===== src/design/dbc_pkg.sv =====
// package: constants of the dynamic brake chopper control
// ============================================================
// Notes on behaviour
// - braking runs only while enabled, default on
// - sample link voltage every millisecond tick
// - switch on above threshold, else off
// - accounting runs without motor output enabled
// - track resistor and switch energy, derive loading
// - accumulate power excess times time
// - area at limit forces switch off
// - threshold 764V rising linearly to 773V
// - hold setpoint while brake conducts
// - braking active status is read only
// - resistance 0.01..1000.00 ohm, default 100.00, stopped
// - rated power 0.10..510.00 kW, default 0.10, stopped
// - overrating 1.00..40.00, default 25.00, stopped
package dbc_pkg;
	// ============================================================
	// timing
	localparam int unsigned CLK_PERIOD_NS  = 32'h0000_0064;
	localparam int unsigned TICK_PERIOD_NS = 32'h000f_4240;
	localparam int unsigned TICK_CYCLES    = TICK_PERIOD_NS / CLK_PERIOD_NS;
	// ============================================================
	// widths
	localparam int unsigned VW = 32'h0000_000a;
	localparam int unsigned RW = 32'h0000_0011;
	localparam int unsigned PW = 32'h0000_0010;
	localparam int unsigned OW = 32'h0000_000c;
	localparam int unsigned AW = 32'h0000_0028;
	localparam int unsigned QW = 32'h0000_0015;
	// ============================================================
	// register offsets
	localparam logic [7:0] OFF_CTRL  = 8'h00;
	localparam logic [7:0] OFF_RES   = 8'h04;
	localparam logic [7:0] OFF_RATED = 8'h08;
	localparam logic [7:0] OFF_OVR   = 8'h0c;
	localparam logic [7:0] OFF_STATE = 8'h10;
	localparam logic [7:0] OFF_AREA  = 8'h14;
	localparam logic [7:0] OFF_ERES  = 8'h18;
	localparam logic [7:0] OFF_ESW   = 8'h1c;
	localparam logic [7:0] OFF_ISTAT = 8'h20;
	localparam logic [7:0] OFF_IMASK = 8'h24;
	// ============================================================
	// field positions
	localparam int unsigned CTRL_EN_BIT  = 32'h0000_0000;
	localparam int unsigned ST_SW_BIT    = 32'h0000_0000;
	localparam int unsigned ST_LOCK_BIT  = 32'h0000_0001;
	localparam int unsigned ST_HOLD_BIT  = 32'h0000_0002;
	localparam int unsigned ST_V_LSB     = 32'h0000_0010;
	localparam int unsigned IRQ_ON_BIT   = 32'h0000_0000;
	localparam int unsigned IRQ_LOCK_BIT = 32'h0000_0001;
	localparam int unsigned IRQ_REF_BIT  = 32'h0000_0002;
	localparam int unsigned IRQ_W        = 32'h0000_0003;
	// ============================================================
	// reset values and ranges (ohm x100, kW x100, ratio x100)
	localparam logic          EN_RST    = 1'b1;
	localparam logic [RW-1:0] RES_RST   = 17'h0_2710;
	localparam logic [RW-1:0] RES_MIN   = 17'h0_0001;
	localparam logic [RW-1:0] RES_MAX   = 17'h1_86a0;
	localparam logic [PW-1:0] RATED_RST = 16'h000a;
	localparam logic [PW-1:0] RATED_MIN = 16'h000a;
	localparam logic [PW-1:0] RATED_MAX = 16'hc738;
	localparam logic [OW-1:0] OVR_RST   = 12'h9c4;
	localparam logic [OW-1:0] OVR_MIN   = 12'h064;
	localparam logic [OW-1:0] OVR_MAX   = 12'hfa0;
	// ============================================================
	// arithmetic scales
	localparam logic [VW-1:0] VTH_BASE    = 10'h2fc;
	localparam logic [3:0]    VTH_SPAN    = 4'h9;
	localparam logic [10:0]   I_SCALE     = 11'h640;
	localparam logic [3:0]    RATED_W_SC  = 4'ha;
	localparam logic [6:0]    LIMIT_SC    = 7'h64;
	localparam logic [OW-1:0] OVR_UNITY   = 12'h064;
	localparam logic [3:0]    SW_DROP_V   = 4'h2;
	localparam int unsigned   I_FRAC      = 32'h0000_0004;
endpackage


===== src/design/dbc_div_if.sv =====
// interface: request and answer of the current divider
`timescale 1ns/1ps
interface dbc_div_if;
	logic                     start;
	logic [dbc_pkg::QW-1:0]   num;
	logic [dbc_pkg::RW-1:0]   den;
	logic                     done;
	logic [dbc_pkg::QW-1:0]   quo;
	modport master (output start, output num, output den, input done, input quo);
	modport slave  (input start, input num, input den, output done, output quo);
endinterface


===== src/design/dbc_divider.sv =====
// module: serial restoring divider for the braking current
`timescale 1ns/1ps
module dbc_divider (
	input wire logic pclk,    // system clock
	input wire logic presetn, // async reset, active low
	dbc_div_if.slave div      // divider request and answer
);
	localparam int unsigned NW = dbc_pkg::QW;
	localparam int unsigned DW = dbc_pkg::RW;

	logic [DW:0]   rem_q;
	logic [NW-1:0] quo_q;
	logic [4:0]    cnt_q;
	logic          done_q;
	logic [DW:0]   trial;

	assign trial = {rem_q[DW-1:0], quo_q[NW-1]};
	assign div.quo = quo_q;
	assign div.done = done_q;

	// ============================================================
	// one quotient bit per clock
	always_ff @(posedge pclk or negedge presetn) begin
		if (!presetn) begin
			rem_q <= '0;
			quo_q <= '0;
			cnt_q <= '0;
			done_q <= 1'b0;
		end else begin
			done_q <= 1'b0;
			if (div.start) begin
				rem_q <= '0;
				quo_q <= div.num;
				cnt_q <= 5'(NW);
			end else if (cnt_q != 5'h00) begin
				cnt_q <= cnt_q - 5'h01;
				done_q <= (cnt_q == 5'h01);
				if (trial >= {1'b0, div.den}) begin
					rem_q <= trial - {1'b0, div.den};
					quo_q <= {quo_q[NW-2:0], 1'b1};
				end else begin
					rem_q <= trial;
					quo_q <= {quo_q[NW-2:0], 1'b0};
				end
			end
		end
	end
endmodule // dbc_divider


===== src/design/dbc_brake_ctrl.sv =====
// module: dynamic brake chopper control with apb registers
`timescale 1ns/1ps
module dbc_brake_ctrl #(
	parameter int unsigned TICK_CYCLES = dbc_pkg::TICK_CYCLES,
	parameter logic [3:0]  SW_DROP_V   = dbc_pkg::SW_DROP_V
) (
	input  wire logic        pclk,          // 10 MHz clock
	input  wire logic        presetn,       // async reset, active low
	input  wire logic        psel,          // apb select
	input  wire logic        penable,       // apb enable
	input  wire logic        pwrite,        // apb direction
	input  wire logic [7:0]  paddr,         // apb byte address
	input  wire logic [31:0] pwdata,        // apb write data
	output logic      [31:0] prdata,        // apb read data
	output logic             pready,        // apb ready
	output logic             pslverr,       // apb error
	input  wire logic [9:0]  vdc_volts,     // dc link voltage, volts
	input  wire logic        drive_stopped, // drive sequencer stopped
	output logic             brake_switch,  // brake switch gate
	output logic             setpoint_hold, // slew limiter freeze
	output logic             irq            // interrupt, level
);
	localparam int unsigned VW = dbc_pkg::VW;
	localparam int unsigned AW = dbc_pkg::AW;

	dbc_div_if div ();

	dbc_divider u_div (
		.pclk    (pclk),
		.presetn (presetn),
		.div     (div.slave)
	);

	function automatic logic in_rng(input logic [31:0] v, input logic [31:0] lo, input logic [31:0] hi);
		in_rng = (v >= lo) && (v <= hi);
	endfunction

	// ============================================================
	// voltage synchroniser
	// the adc word is held for many clocks, so a vector sync is safe
	logic [VW-1:0] vdc_m_q;
	logic [VW-1:0] vdc_s_q;
	always_ff @(posedge pclk or negedge presetn) begin
		if (!presetn) begin
			vdc_m_q <= '0;
			vdc_s_q <= '0;
		end else begin
			vdc_m_q <= vdc_volts;
			vdc_s_q <= vdc_m_q;
		end
	end

	// ============================================================
	// millisecond tick
	logic [31:0] tick_cnt_q;
	logic        tick;
	assign tick = (tick_cnt_q == 32'(TICK_CYCLES - 1));
	always_ff @(posedge pclk or negedge presetn) begin
		if (!presetn) begin
			tick_cnt_q <= '0;
		end else begin
			tick_cnt_q <= tick ? 32'h0000_0000 : tick_cnt_q + 32'h0000_0001;
		end
	end

	// ============================================================
	// apb decode
	// one wait state so read data comes from a flop
	logic rdy_q;
	logic acc;
	logic commit;
	logic wr;
	logic mapped;
	logic ro_addr;
	logic wr_res;
	logic wr_rat;
	logic wr_ovr;
	logic res_ok;
	logic rat_ok;
	logic ovr_ok;
	logic wr_bad;
	assign acc = psel & penable;
	assign commit = acc & rdy_q;
	assign wr = commit & pwrite;
	assign pready = rdy_q;
	assign ro_addr = (paddr == dbc_pkg::OFF_STATE) || (paddr == dbc_pkg::OFF_AREA) ||
		(paddr == dbc_pkg::OFF_ERES) || (paddr == dbc_pkg::OFF_ESW);
	assign mapped = ro_addr || (paddr == dbc_pkg::OFF_CTRL) || (paddr == dbc_pkg::OFF_RES) ||
		(paddr == dbc_pkg::OFF_RATED) || (paddr == dbc_pkg::OFF_OVR) ||
		(paddr == dbc_pkg::OFF_ISTAT) || (paddr == dbc_pkg::OFF_IMASK);
	assign wr_res = wr && (paddr == dbc_pkg::OFF_RES);
	assign wr_rat = wr && (paddr == dbc_pkg::OFF_RATED);
	assign wr_ovr = wr && (paddr == dbc_pkg::OFF_OVR);
	assign res_ok = drive_stopped && in_rng(pwdata, 32'(dbc_pkg::RES_MIN), 32'(dbc_pkg::RES_MAX));
	assign rat_ok = drive_stopped && in_rng(pwdata, 32'(dbc_pkg::RATED_MIN), 32'(dbc_pkg::RATED_MAX));
	assign ovr_ok = drive_stopped && in_rng(pwdata, 32'(dbc_pkg::OVR_MIN), 32'(dbc_pkg::OVR_MAX));
	assign wr_bad = (wr_res & ~res_ok) | (wr_rat & ~rat_ok) | (wr_ovr & ~ovr_ok) |
		(wr & ro_addr);
	assign pslverr = commit & (~mapped | wr_bad);

	always_ff @(posedge pclk or negedge presetn) begin
		if (!presetn) begin
			rdy_q <= 1'b0;
		end else begin
			rdy_q <= acc & ~rdy_q;
		end
	end

	// ============================================================
	// settings
	logic                     enable_q;
	logic [dbc_pkg::RW-1:0]   res_q;
	logic [dbc_pkg::PW-1:0]   rat_q;
	logic [dbc_pkg::OW-1:0]   ovr_q;
	logic [dbc_pkg::IRQ_W-1:0] mask_q;
	always_ff @(posedge pclk or negedge presetn) begin
		if (!presetn) begin
			enable_q <= dbc_pkg::EN_RST;
			res_q <= dbc_pkg::RES_RST;
			rat_q <= dbc_pkg::RATED_RST;
			ovr_q <= dbc_pkg::OVR_RST;
			mask_q <= '0;
		end else begin
			if (wr && (paddr == dbc_pkg::OFF_CTRL)) begin
				enable_q <= pwdata[dbc_pkg::CTRL_EN_BIT];
			end
			if (wr_res && res_ok) begin
				res_q <= pwdata[dbc_pkg::RW-1:0];
			end
			if (wr_rat && rat_ok) begin
				rat_q <= pwdata[dbc_pkg::PW-1:0];
			end
			if (wr_ovr && ovr_ok) begin
				ovr_q <= pwdata[dbc_pkg::OW-1:0];
			end
			if (wr && (paddr == dbc_pkg::OFF_IMASK)) begin
				mask_q <= pwdata[dbc_pkg::IRQ_W-1:0];
			end
		end
	end

	// ============================================================
	// threshold and overload limit
	// comparing (v-764)*limit against 9*area keeps the linear rise
	// exact without a second divider
	logic [AW-1:0] area_q;
	logic [AW-1:0] lim;
	logic [47:0]   lhs;
	logic [47:0]   rhs;
	logic          above;
	logic          lock;
	assign lim = AW'(ovr_q - dbc_pkg::OVR_UNITY) * AW'(rat_q) * AW'(dbc_pkg::LIMIT_SC);
	assign lock = (area_q >= lim);
	assign lhs = 48'(vdc_s_q - dbc_pkg::VTH_BASE) * 48'(lim);
	assign rhs = 48'(area_q) * 48'(dbc_pkg::VTH_SPAN);
	assign above = (vdc_s_q > dbc_pkg::VTH_BASE) && (lhs > rhs);

	// ============================================================
	// brake switch
	logic          switch_q;
	logic [VW-1:0] v_q;
	logic          lock_q;
	always_ff @(posedge pclk or negedge presetn) begin
		if (!presetn) begin
			switch_q <= 1'b0;
		end else if (!enable_q || lock) begin
			switch_q <= 1'b0;
		end else if (tick) begin
			switch_q <= above;
		end
	end

	// accounting keeps running whatever the motor output does
	always_ff @(posedge pclk or negedge presetn) begin
		if (!presetn) begin
			v_q <= '0;
			lock_q <= 1'b0;
		end else begin
			lock_q <= lock;
			if (tick) begin
				v_q <= vdc_s_q;
			end
		end
	end

	assign brake_switch = switch_q;
	assign setpoint_hold = switch_q;

	// ============================================================
	// current, power and energy
	// current in 1/16 A: v*1600/(ohm x100)
	assign div.start = tick;
	assign div.num = dbc_pkg::QW'(vdc_s_q) * dbc_pkg::QW'(dbc_pkg::I_SCALE);
	assign div.den = res_q;

	logic [31:0] p_w;
	logic [31:0] pbrk;
	logic [31:0] psw;
	logic [31:0] rated_w;
	logic        over;
	logic [31:0] eres_q;
	logic [31:0] esw_q;
	assign p_w = (32'(v_q) * 32'(div.quo)) >> dbc_pkg::I_FRAC;
	assign pbrk = switch_q ? p_w : 32'h0000_0000;
	assign psw = switch_q ? ((32'(div.quo) * 32'(SW_DROP_V)) >> dbc_pkg::I_FRAC) : 32'h0000_0000;
	assign rated_w = 32'(rat_q) * 32'(dbc_pkg::RATED_W_SC);
	assign over = (pbrk > rated_w);

	// watts over one millisecond are millijoules
	always_ff @(posedge pclk or negedge presetn) begin
		if (!presetn) begin
			eres_q <= '0;
			esw_q <= '0;
		end else if (div.done) begin
			eres_q <= eres_q + pbrk;
			esw_q <= esw_q + psw;
		end
	end

	always_ff @(posedge pclk or negedge presetn) begin
		if (!presetn) begin
			area_q <= '0;
		end else if (div.done) begin
			if (over) begin
				area_q <= area_q + AW'(pbrk - rated_w);
			end else if (area_q > AW'(rated_w - pbrk)) begin
				area_q <= area_q - AW'(rated_w - pbrk);
			end else begin
				area_q <= '0;
			end
		end
	end

	// ============================================================
	// interrupts
	// only bits already returned by the read are cleared, so an
	// event during the wait state survives
	logic [dbc_pkg::IRQ_W-1:0] istat_q;
	logic [dbc_pkg::IRQ_W-1:0] iset;
	logic [dbc_pkg::IRQ_W-1:0] iclr;
	always_comb begin
		iset = '0;
		iset[dbc_pkg::IRQ_ON_BIT] = tick & enable_q & ~lock & above & ~switch_q;
		iset[dbc_pkg::IRQ_LOCK_BIT] = lock & ~lock_q;
		iset[dbc_pkg::IRQ_REF_BIT] = wr_bad;
		iclr = (commit && !pwrite && (paddr == dbc_pkg::OFF_ISTAT)) ?
			prdata[dbc_pkg::IRQ_W-1:0] : '0;
	end
	always_ff @(posedge pclk or negedge presetn) begin
		if (!presetn) begin
			istat_q <= '0;
		end else begin
			istat_q <= (istat_q & ~iclr) | iset;
		end
	end
	assign irq = |(istat_q & mask_q);

	// ============================================================
	// read data
	logic [31:0] rd_d;
	logic [31:0] prdata_q;
	always_comb begin
		rd_d = '0;
		case (paddr)
			dbc_pkg::OFF_CTRL: rd_d[dbc_pkg::CTRL_EN_BIT] = enable_q;
			dbc_pkg::OFF_RES: rd_d = 32'(res_q);
			dbc_pkg::OFF_RATED: rd_d = 32'(rat_q);
			dbc_pkg::OFF_OVR: rd_d = 32'(ovr_q);
			dbc_pkg::OFF_STATE: begin
				rd_d[dbc_pkg::ST_SW_BIT] = switch_q;
				rd_d[dbc_pkg::ST_LOCK_BIT] = lock;
				rd_d[dbc_pkg::ST_HOLD_BIT] = switch_q;
				rd_d[dbc_pkg::ST_V_LSB +: VW] = v_q;
			end
			dbc_pkg::OFF_AREA: rd_d = area_q[31:0];
			dbc_pkg::OFF_ERES: rd_d = eres_q;
			dbc_pkg::OFF_ESW: rd_d = esw_q;
			dbc_pkg::OFF_ISTAT: rd_d = 32'(istat_q);
			dbc_pkg::OFF_IMASK: rd_d = 32'(mask_q);
			default: rd_d = '0;
		endcase
	end
	always_ff @(posedge pclk or negedge presetn) begin
		if (!presetn) begin
			prdata_q <= '0;
		end else if (acc && !rdy_q) begin
			prdata_q <= pwrite ? 32'h0000_0000 : rd_d;
		end
	end
	assign prdata = prdata_q;
endmodule // dbc_brake_ctrl


===== config.mk =====
export PLATFORM = sky130hd
export DESIGN_NAME = dbc_brake_ctrl
export DESIGN_NICKNAME = d
export VERILOG_FILES = /design/src/design/dbc_pkg.sv /design/src/design/dbc_div_if.sv /design/src/design/dbc_divider.sv /design/src/design/dbc_brake_ctrl.sv
export SDC_FILE = /design/constraint.sdc
export NUM_CORES = 2
export LEC_CHECK = 0
export BUFFER_PORTS_ARGS = -buffer_cell sky130_fd_sc_hd__clkbuf_2
export CORE_MARGIN = 5
export CORE_UTILIZATION = 50
export CTS_BUF_LIST = sky130_fd_sc_hd__clkbuf_8
export DETAILED_ROUTE_END_ITERATION = 10
export PLACE_DENSITY = 0.74
export RECOVER_POWER = 100
export SLEW_MARGIN = 10
export SYNTH_ARGS = -nofsm -noshare
export SYNTH_HDL_FRONTEND = slang
export SYNTH_SLANG_ARGS = --single-unit
export TNS_END_PERCENT = 5

===== constraint.sdc =====
create_clock -name pclk -period 22.4 [get_ports pclk]
set_clock_uncertainty 0.05 [all_clocks]
set_input_delay 4.48 -clock pclk [delete_from_list [all_inputs] [get_ports pclk]]
set_output_delay 4.48 -clock pclk [all_outputs]
set_load 0.02 [all_outputs]

== Yosys cells after proc, flatten, opt, wreduce, memory -nomap -nowiden ==
Index checks and enable logic that the tools add are counted.
Storage, ports and cells
  logic and storage cells: 152
  flip-flop bits (word level): 297
  output and inout port bits: 37
Operators by class
  add/subtract/negate cells: 11
  multipliers: 7
  $lt $le $gt $ge: 12
  bitwise operators: 30
  muxes and demuxes: 24
  eq/ne operators: 11
  reductions and logical operators: 36
Operators by type and width (count)
  $mux 40: 2
  $pmux 13 s6: 1
  $mux 32: 2
  $mux 17: 3
  $pmux 10 s5: 1
  $gt 48x44->1: 1
  $mul 48x38->46: 1
  $mul 40x4->44 const B: 1
  $mux 21: 2
  $add 40x40->40: 1
  $ge 40x40->1: 1
  $gt 40x40->1: 1
  $mul 40x5->38 const B: 1
  $sub 40x40->40: 1
  $add 32x1->32 const B: 1
  $add 32x18->32: 1
  $add 32x27->32: 1
  $eq 32x14->1 const B: 1
  $eq 8x5->1 const B: 4
  $ge 32x1->1 const B: 1
  $ge 32x4->1 const B: 1
  $ge 32x7->1 const B: 1
  $le 32x12->1 const B: 1
  $le 32x16->1 const B: 1
  39 further kinds: 99

== Depth between registers and ports, before layout ==
  depth in word-level cells: 13
  mapped depth: 83
  gate-level depth less buffers: 80

== Cells and area by module ==
A second synthesis with hierarchy kept.
Second synthesis, totals
  cells, all modules: 7182
  area total of the unflattened synthesis: 63213.1 um^2
Modules (own cells, without submodules)
  dbc_brake_ctrl: instances 1, cells each 6822, area an instance 60015.1 um^2, seq. area each 6347.3 um^2
  dbc_divider: instances 1, cells each 360, area an instance 3198.1 um^2, seq. area each 1101.1 um^2

== Worst setup path after synthesis ==
No wires, ideal clock.
  path type: register to register
  start: register ovr_q[2] (netlist bit)
  end: register istat_q[0] (netlist bit)
  slack: 4.908 ns
  cell stages (with the launch flop): 66
  setup time: 0.078 ns
  arrival: 17.364 ns
  path through: dfstp_2 > inv_1 > buf_1 > ha_1 > nand2b_1 > a31oi_1 > nor3b_1 > xor2_1 > clkbuf_1 > nand2_1 > fa_1 > fa_1 > inv_1 > fa_1 > fa_1 > fa_1 > inv_1 > fa_1 > [... 30 more ...] > inv_1 > fa_1 > inv_1 > ha_1 > a21o_1 > a21oi_1 > o21a_1 > nand2_1 > a21oi_1 > xnor2_1 > ha_1 > nand4_1 > or3_1 > a41oi_1 > a21oi_1 > o221ai_1 > o2111ai_1 > o21ai_1
On the way
  word-level cells in the longest chain between the ends: 9
  elaborated cells between the ends (all ways): 12
  those cells by class: add/sub: 1; mul: 3; order compare: 2; bitwise: 5; reduce/logical: 1
Ends and longest elaborated chain
  start, declared: RTL line dbc_brake_ctrl.sv:114  | logic [dbc_pkg::OW-1:0] ovr_q;
  start signal, assigned: RTL line dbc_brake_ctrl.sv:121  | ovr_q <= dbc_pkg::OVR_RST;
  start signal, assigned: RTL line dbc_brake_ctrl.sv:134  | ovr_q <= pwdata[dbc_pkg::OW-1:0];
  $sub 12x7->13 (*): RTL line dbc_brake_ctrl.sv:152  | assign lim = AW'(ovr_q - dbc_pkg::OVR_UNITY) * AW'(rat_q) * AW'(dbc_pkg::LIMIT_SC);
  $mul 13x17->30 (*): RTL line dbc_brake_ctrl.sv:152
  $mul 40x5->38 (*): RTL line dbc_brake_ctrl.sv:152
  $mul 48x38->46 or $ge 40x40->1 (tied branches): RTL line dbc_brake_ctrl.sv:154, dbc_brake_ctrl.sv:153
  $gt 48x44->1 or $not 1->1 (tied branches): RTL line dbc_brake_ctrl.sv:156, dbc_brake_ctrl.sv:243
  $logic_and 1x1->1 or $and 1x1->1 (tied branches): RTL line dbc_brake_ctrl.sv:156, dbc_brake_ctrl.sv:243
  $and 1x1->1 (*) (2 in a row): RTL line dbc_brake_ctrl.sv:243  | iset[dbc_pkg::IRQ_ON_BIT] = tick & enable_q & ~lock & above & ~switch_q;
  $or 3x3->3 (*): RTL line dbc_brake_ctrl.sv:253  | istat_q <= (istat_q & ~iclr) | iset;
  end signal, assigned: RTL line dbc_brake_ctrl.sv:253
  end, declared: RTL line dbc_brake_ctrl.sv:238  | logic [dbc_pkg::IRQ_W-1:0] istat_q;
Every way passes the cells marked *; elsewhere a longest branch is shown, timed or not.
A chain may end at the register's enable or synchronous reset.

== Worst setup path after layout ==
Same ends and word-level chain as after synthesis.

==> impl_metrics.json <==
{
  "status": "finished with violations",
  "failed_checks": "capacitance limit, slew limit",
  "synth_async_sr_flop_share_pct": 100.0,
  "die_x_um": 363.0,
  "dr.pass1.iters": 6,
  "final.fill_count": 11362,
  "synth_fp_nets": 8864,
  "num-nets-final": 8870,
  "regArea_mm2": 0.007453,
  "startpoint": "ovr_q[2]",
  "wl_per_cell_um": 19.52,
  "gr-usage-met1_pct": 33.27,
  "min_from": "vdc_m_q[4]",
  "pin_count": 93,
  "setup_viol": 0,
  "critical_path_class": "register to register",
  "crit_buf_inv": 9,
  "initial_core_util_pct": 50.34,
  "met3_usage_pct": 3.100,
  "ys_ff_latch": 297,
  "cts_resized": 0,
  "via_per_inst": 5.707,
  "gp_congestion": 0.9644,
  "cts_post_setup_buffers_inserted": 0,
  "core_area_mm2": 0.1238,
  "synth.avg_cell_area_um2": 8.771,
  "worstSetupStartpointType": "register",
  "min_path_type": "register to register",
  "r2r_start": "ovr_q[2]",
  "gr-total-overflow": 0,
  "arrival_ps": 20630,
  "cts_htree_levels": 2,
  "drive_gt1_share_pct": 4.463,
  "clock_latency_ps": 670,
  "tritoncts": "built",
  "numClockSinks": 297,
  "top_usage_layer": "met2",
  "port_buffers": 92,
  "tightestPinTransition_ps": 6704,
  "grtUsageMet2_pct": 44.40,
  "grt_first_pass_wirelength_mm": 274.5,
  "max_slew_margin_pct": -346.9,
  "ys_seq_area_share_pct": 11.95,
  "cts_buffer_depth": 3,
  "critPathMostFrequentCell": "fa_1",
  "ctsHoldBuffers": 0,
  "drv_slew": 598,
  "crit_slowest_cell": "o311ai_0",
  "ys.flop_type": "dfrtp_1",
  "die_y_um": 363.0,
  "synth.distinct_cells": 90,
  "yosysTopAreaCell": "fa_1",
  "finalWirelength_mm": 171.5,
  "cts_buffers": 47,
  "drc": 0,
  "hold_slack_ps": 290.6,
  "areaGrowthSynthToFinish_pct": 5.250,
  "multiInputGateArea_mm2": 0.04945,
  "synth-edff-count": 0,
  "worstPathRequired_ps": 22870,
  "worst_setup_path_end_kind": "register",
  "finalCritPeriodShare_pct": 90.03,
  "finalHoldViolCount": 0,
  "netlist_area_mm2": 0.06232,
  "min_period_ps": 20170,
  "clkTransAtPathRegs_ps": 70,
  "cpPeakStageDelay_ps": 920,
  "rows": 129,
  "maxCapViolations": 12,
  "grt_pass1_vias": 51690,
  "fin_util_pct": 52.98,
  "cts.root.buffer_cell": "clkbuf_8",
  "antenna_found_initial": 3,
  "synth_cells": 7105,
  "rsz0062_at_grt": "false",
  "dieArea_mm2": 0.1318,
  "grt_max_degree": 125,
  "drt_iter0_markers": 3653,
  "grt_util_all_layers_pct": 25.89,
  "tns_ps": 0,
  "vias": 50142,
  "path_delay_family": "adder cells",
  "ys.warnings.count": 0,
  "synth_top_cell_area_share_pct": 28.08,
  "synthTopCellsByArea": "fa_1 (28%), ha_1 (17%), dfrtp_1 (11%), inv_1 (7.4%), nand2_1 (4.4%)",
  "dpl.hpwl_mm": 140.4,
  "crit_fanout": 16,
  "max_freq_mhz": 49.59,
  "drtAntennaViolNets": 0
}
-- stage by stage --
stage | cell area [um2] | instances | worst slack, ps
floorplan | 62320 | 7105 | 4908
CTS | 65760 | 8784 | 2564
global placement | 64730 | 8699 | 3072
finish | 65590 | 8786 | 2233
detailed placement | 64730 | 8699 | 2604
global route | 65590 | 8785 | 989.8
-- cell usage in the layout, fill, tap and decap left out, drive strengths merged, types with 64 or more instances in the layout --
cell type,n
a21o,149
a21oi,318
and2,176
buf,64
clkbuf,166
dfrtp,284
fa,874
ha,829
inv,1245
mux2,67
nand2,733
nand2b,99
nand3,82
nor2,519
nor2b,70
nor3,78
o21ai,265
xnor2,277
xor2,141
-- cells in the mapped netlist (16+ instances only) --
cell type  number
a31oi_1        21
nand3_1        82
fa_1          874
mux2_2         67
nand4_1        57
mux2i_1        59
or3_1          28
and3_1         32
a211oi_1       39
o21a_1         63
ha_1          829
nor3_1         78
clkbuf_1      202
nand2b_1       99
xnor2_1       277
a21oi_1       318
or2_2          16
o21ai_1        22
inv_1        1228
a21boi_0       23
and2_1        176
dfrtp_1       284
nand2_1       733
nor4_1         34
nor2b_1        70
o211ai_1       18
o21ai_0       243
a21o_1        149
o21bai_1       42
a222oi_1       25
xor2_1        141
nor2_1        517
-- sequential cells by signal (all words and copies together) (netlist names) --
signal / count
u_div.cnt_q: 5
ovr_q: 12
v_q: 10
area_q: 40
mask_q: 3
brake_switch: 1
prdata: 32
pready: 1
lock_q: 1
vdc_s_q: 10
vdc_m_q: 10
esw_q: 32
u_div.rem_q: 17
tick_cnt_q: 32
istat_q: 3
div.den: 17
u_div.div.done: 1
eres_q: 32
rat_q: 16
u_div.div.quo: 21
enable_q: 1
-- layout make-up --
type | instances | share of cell area, %
inverters | 1239 | 7.091
repair buffers | 174 | 1.457
multi-input cells | 5352 | 75.39
flip-flops and latches | 297 | 11.36
clock buffers | 56 | 1.175
diodes | 2 | 0.007631
clock inverters | 29 | 0.3892
well taps | 1637 | 3.123
-- worst paths after layout --
check	end	slack, ps	depth (start not counted)
setup / recovery	istat_q[0]	2230	63
hold / removal	vdc_s_q[4]	290	0
setup reg to reg	istat_q[0]	2230	63
hold reg to reg	vdc_s_q[4]	290	0
max in group asynchronous	eres_q[14]	7830	3
min in group asynchronous	tick_cnt_q[24]	6300	1
-- logic make-up after synthesis --
family	Yosys count	share of synthesized area [%]
buffers and inverters	1456	8.822
muxes	127	2.180
DFF	297	11.95
AOI/OAI and AO/OA	1140	11.92
xor gates and xnor gates	418	5.875
adders and majority gates	1703	44.72
and+or+nand+nor	1964	14.53
-- metal layers --
layer  share of wire, %  routed length, um
met3                6.6              11380
met5             0.0064                 11
met1                 40              69270
met4                4.8               8313
met2                 48              82560
Power is not shown: default switching activity piles up to over one toggle a cycle in this logic, so the estimate is an artifact.
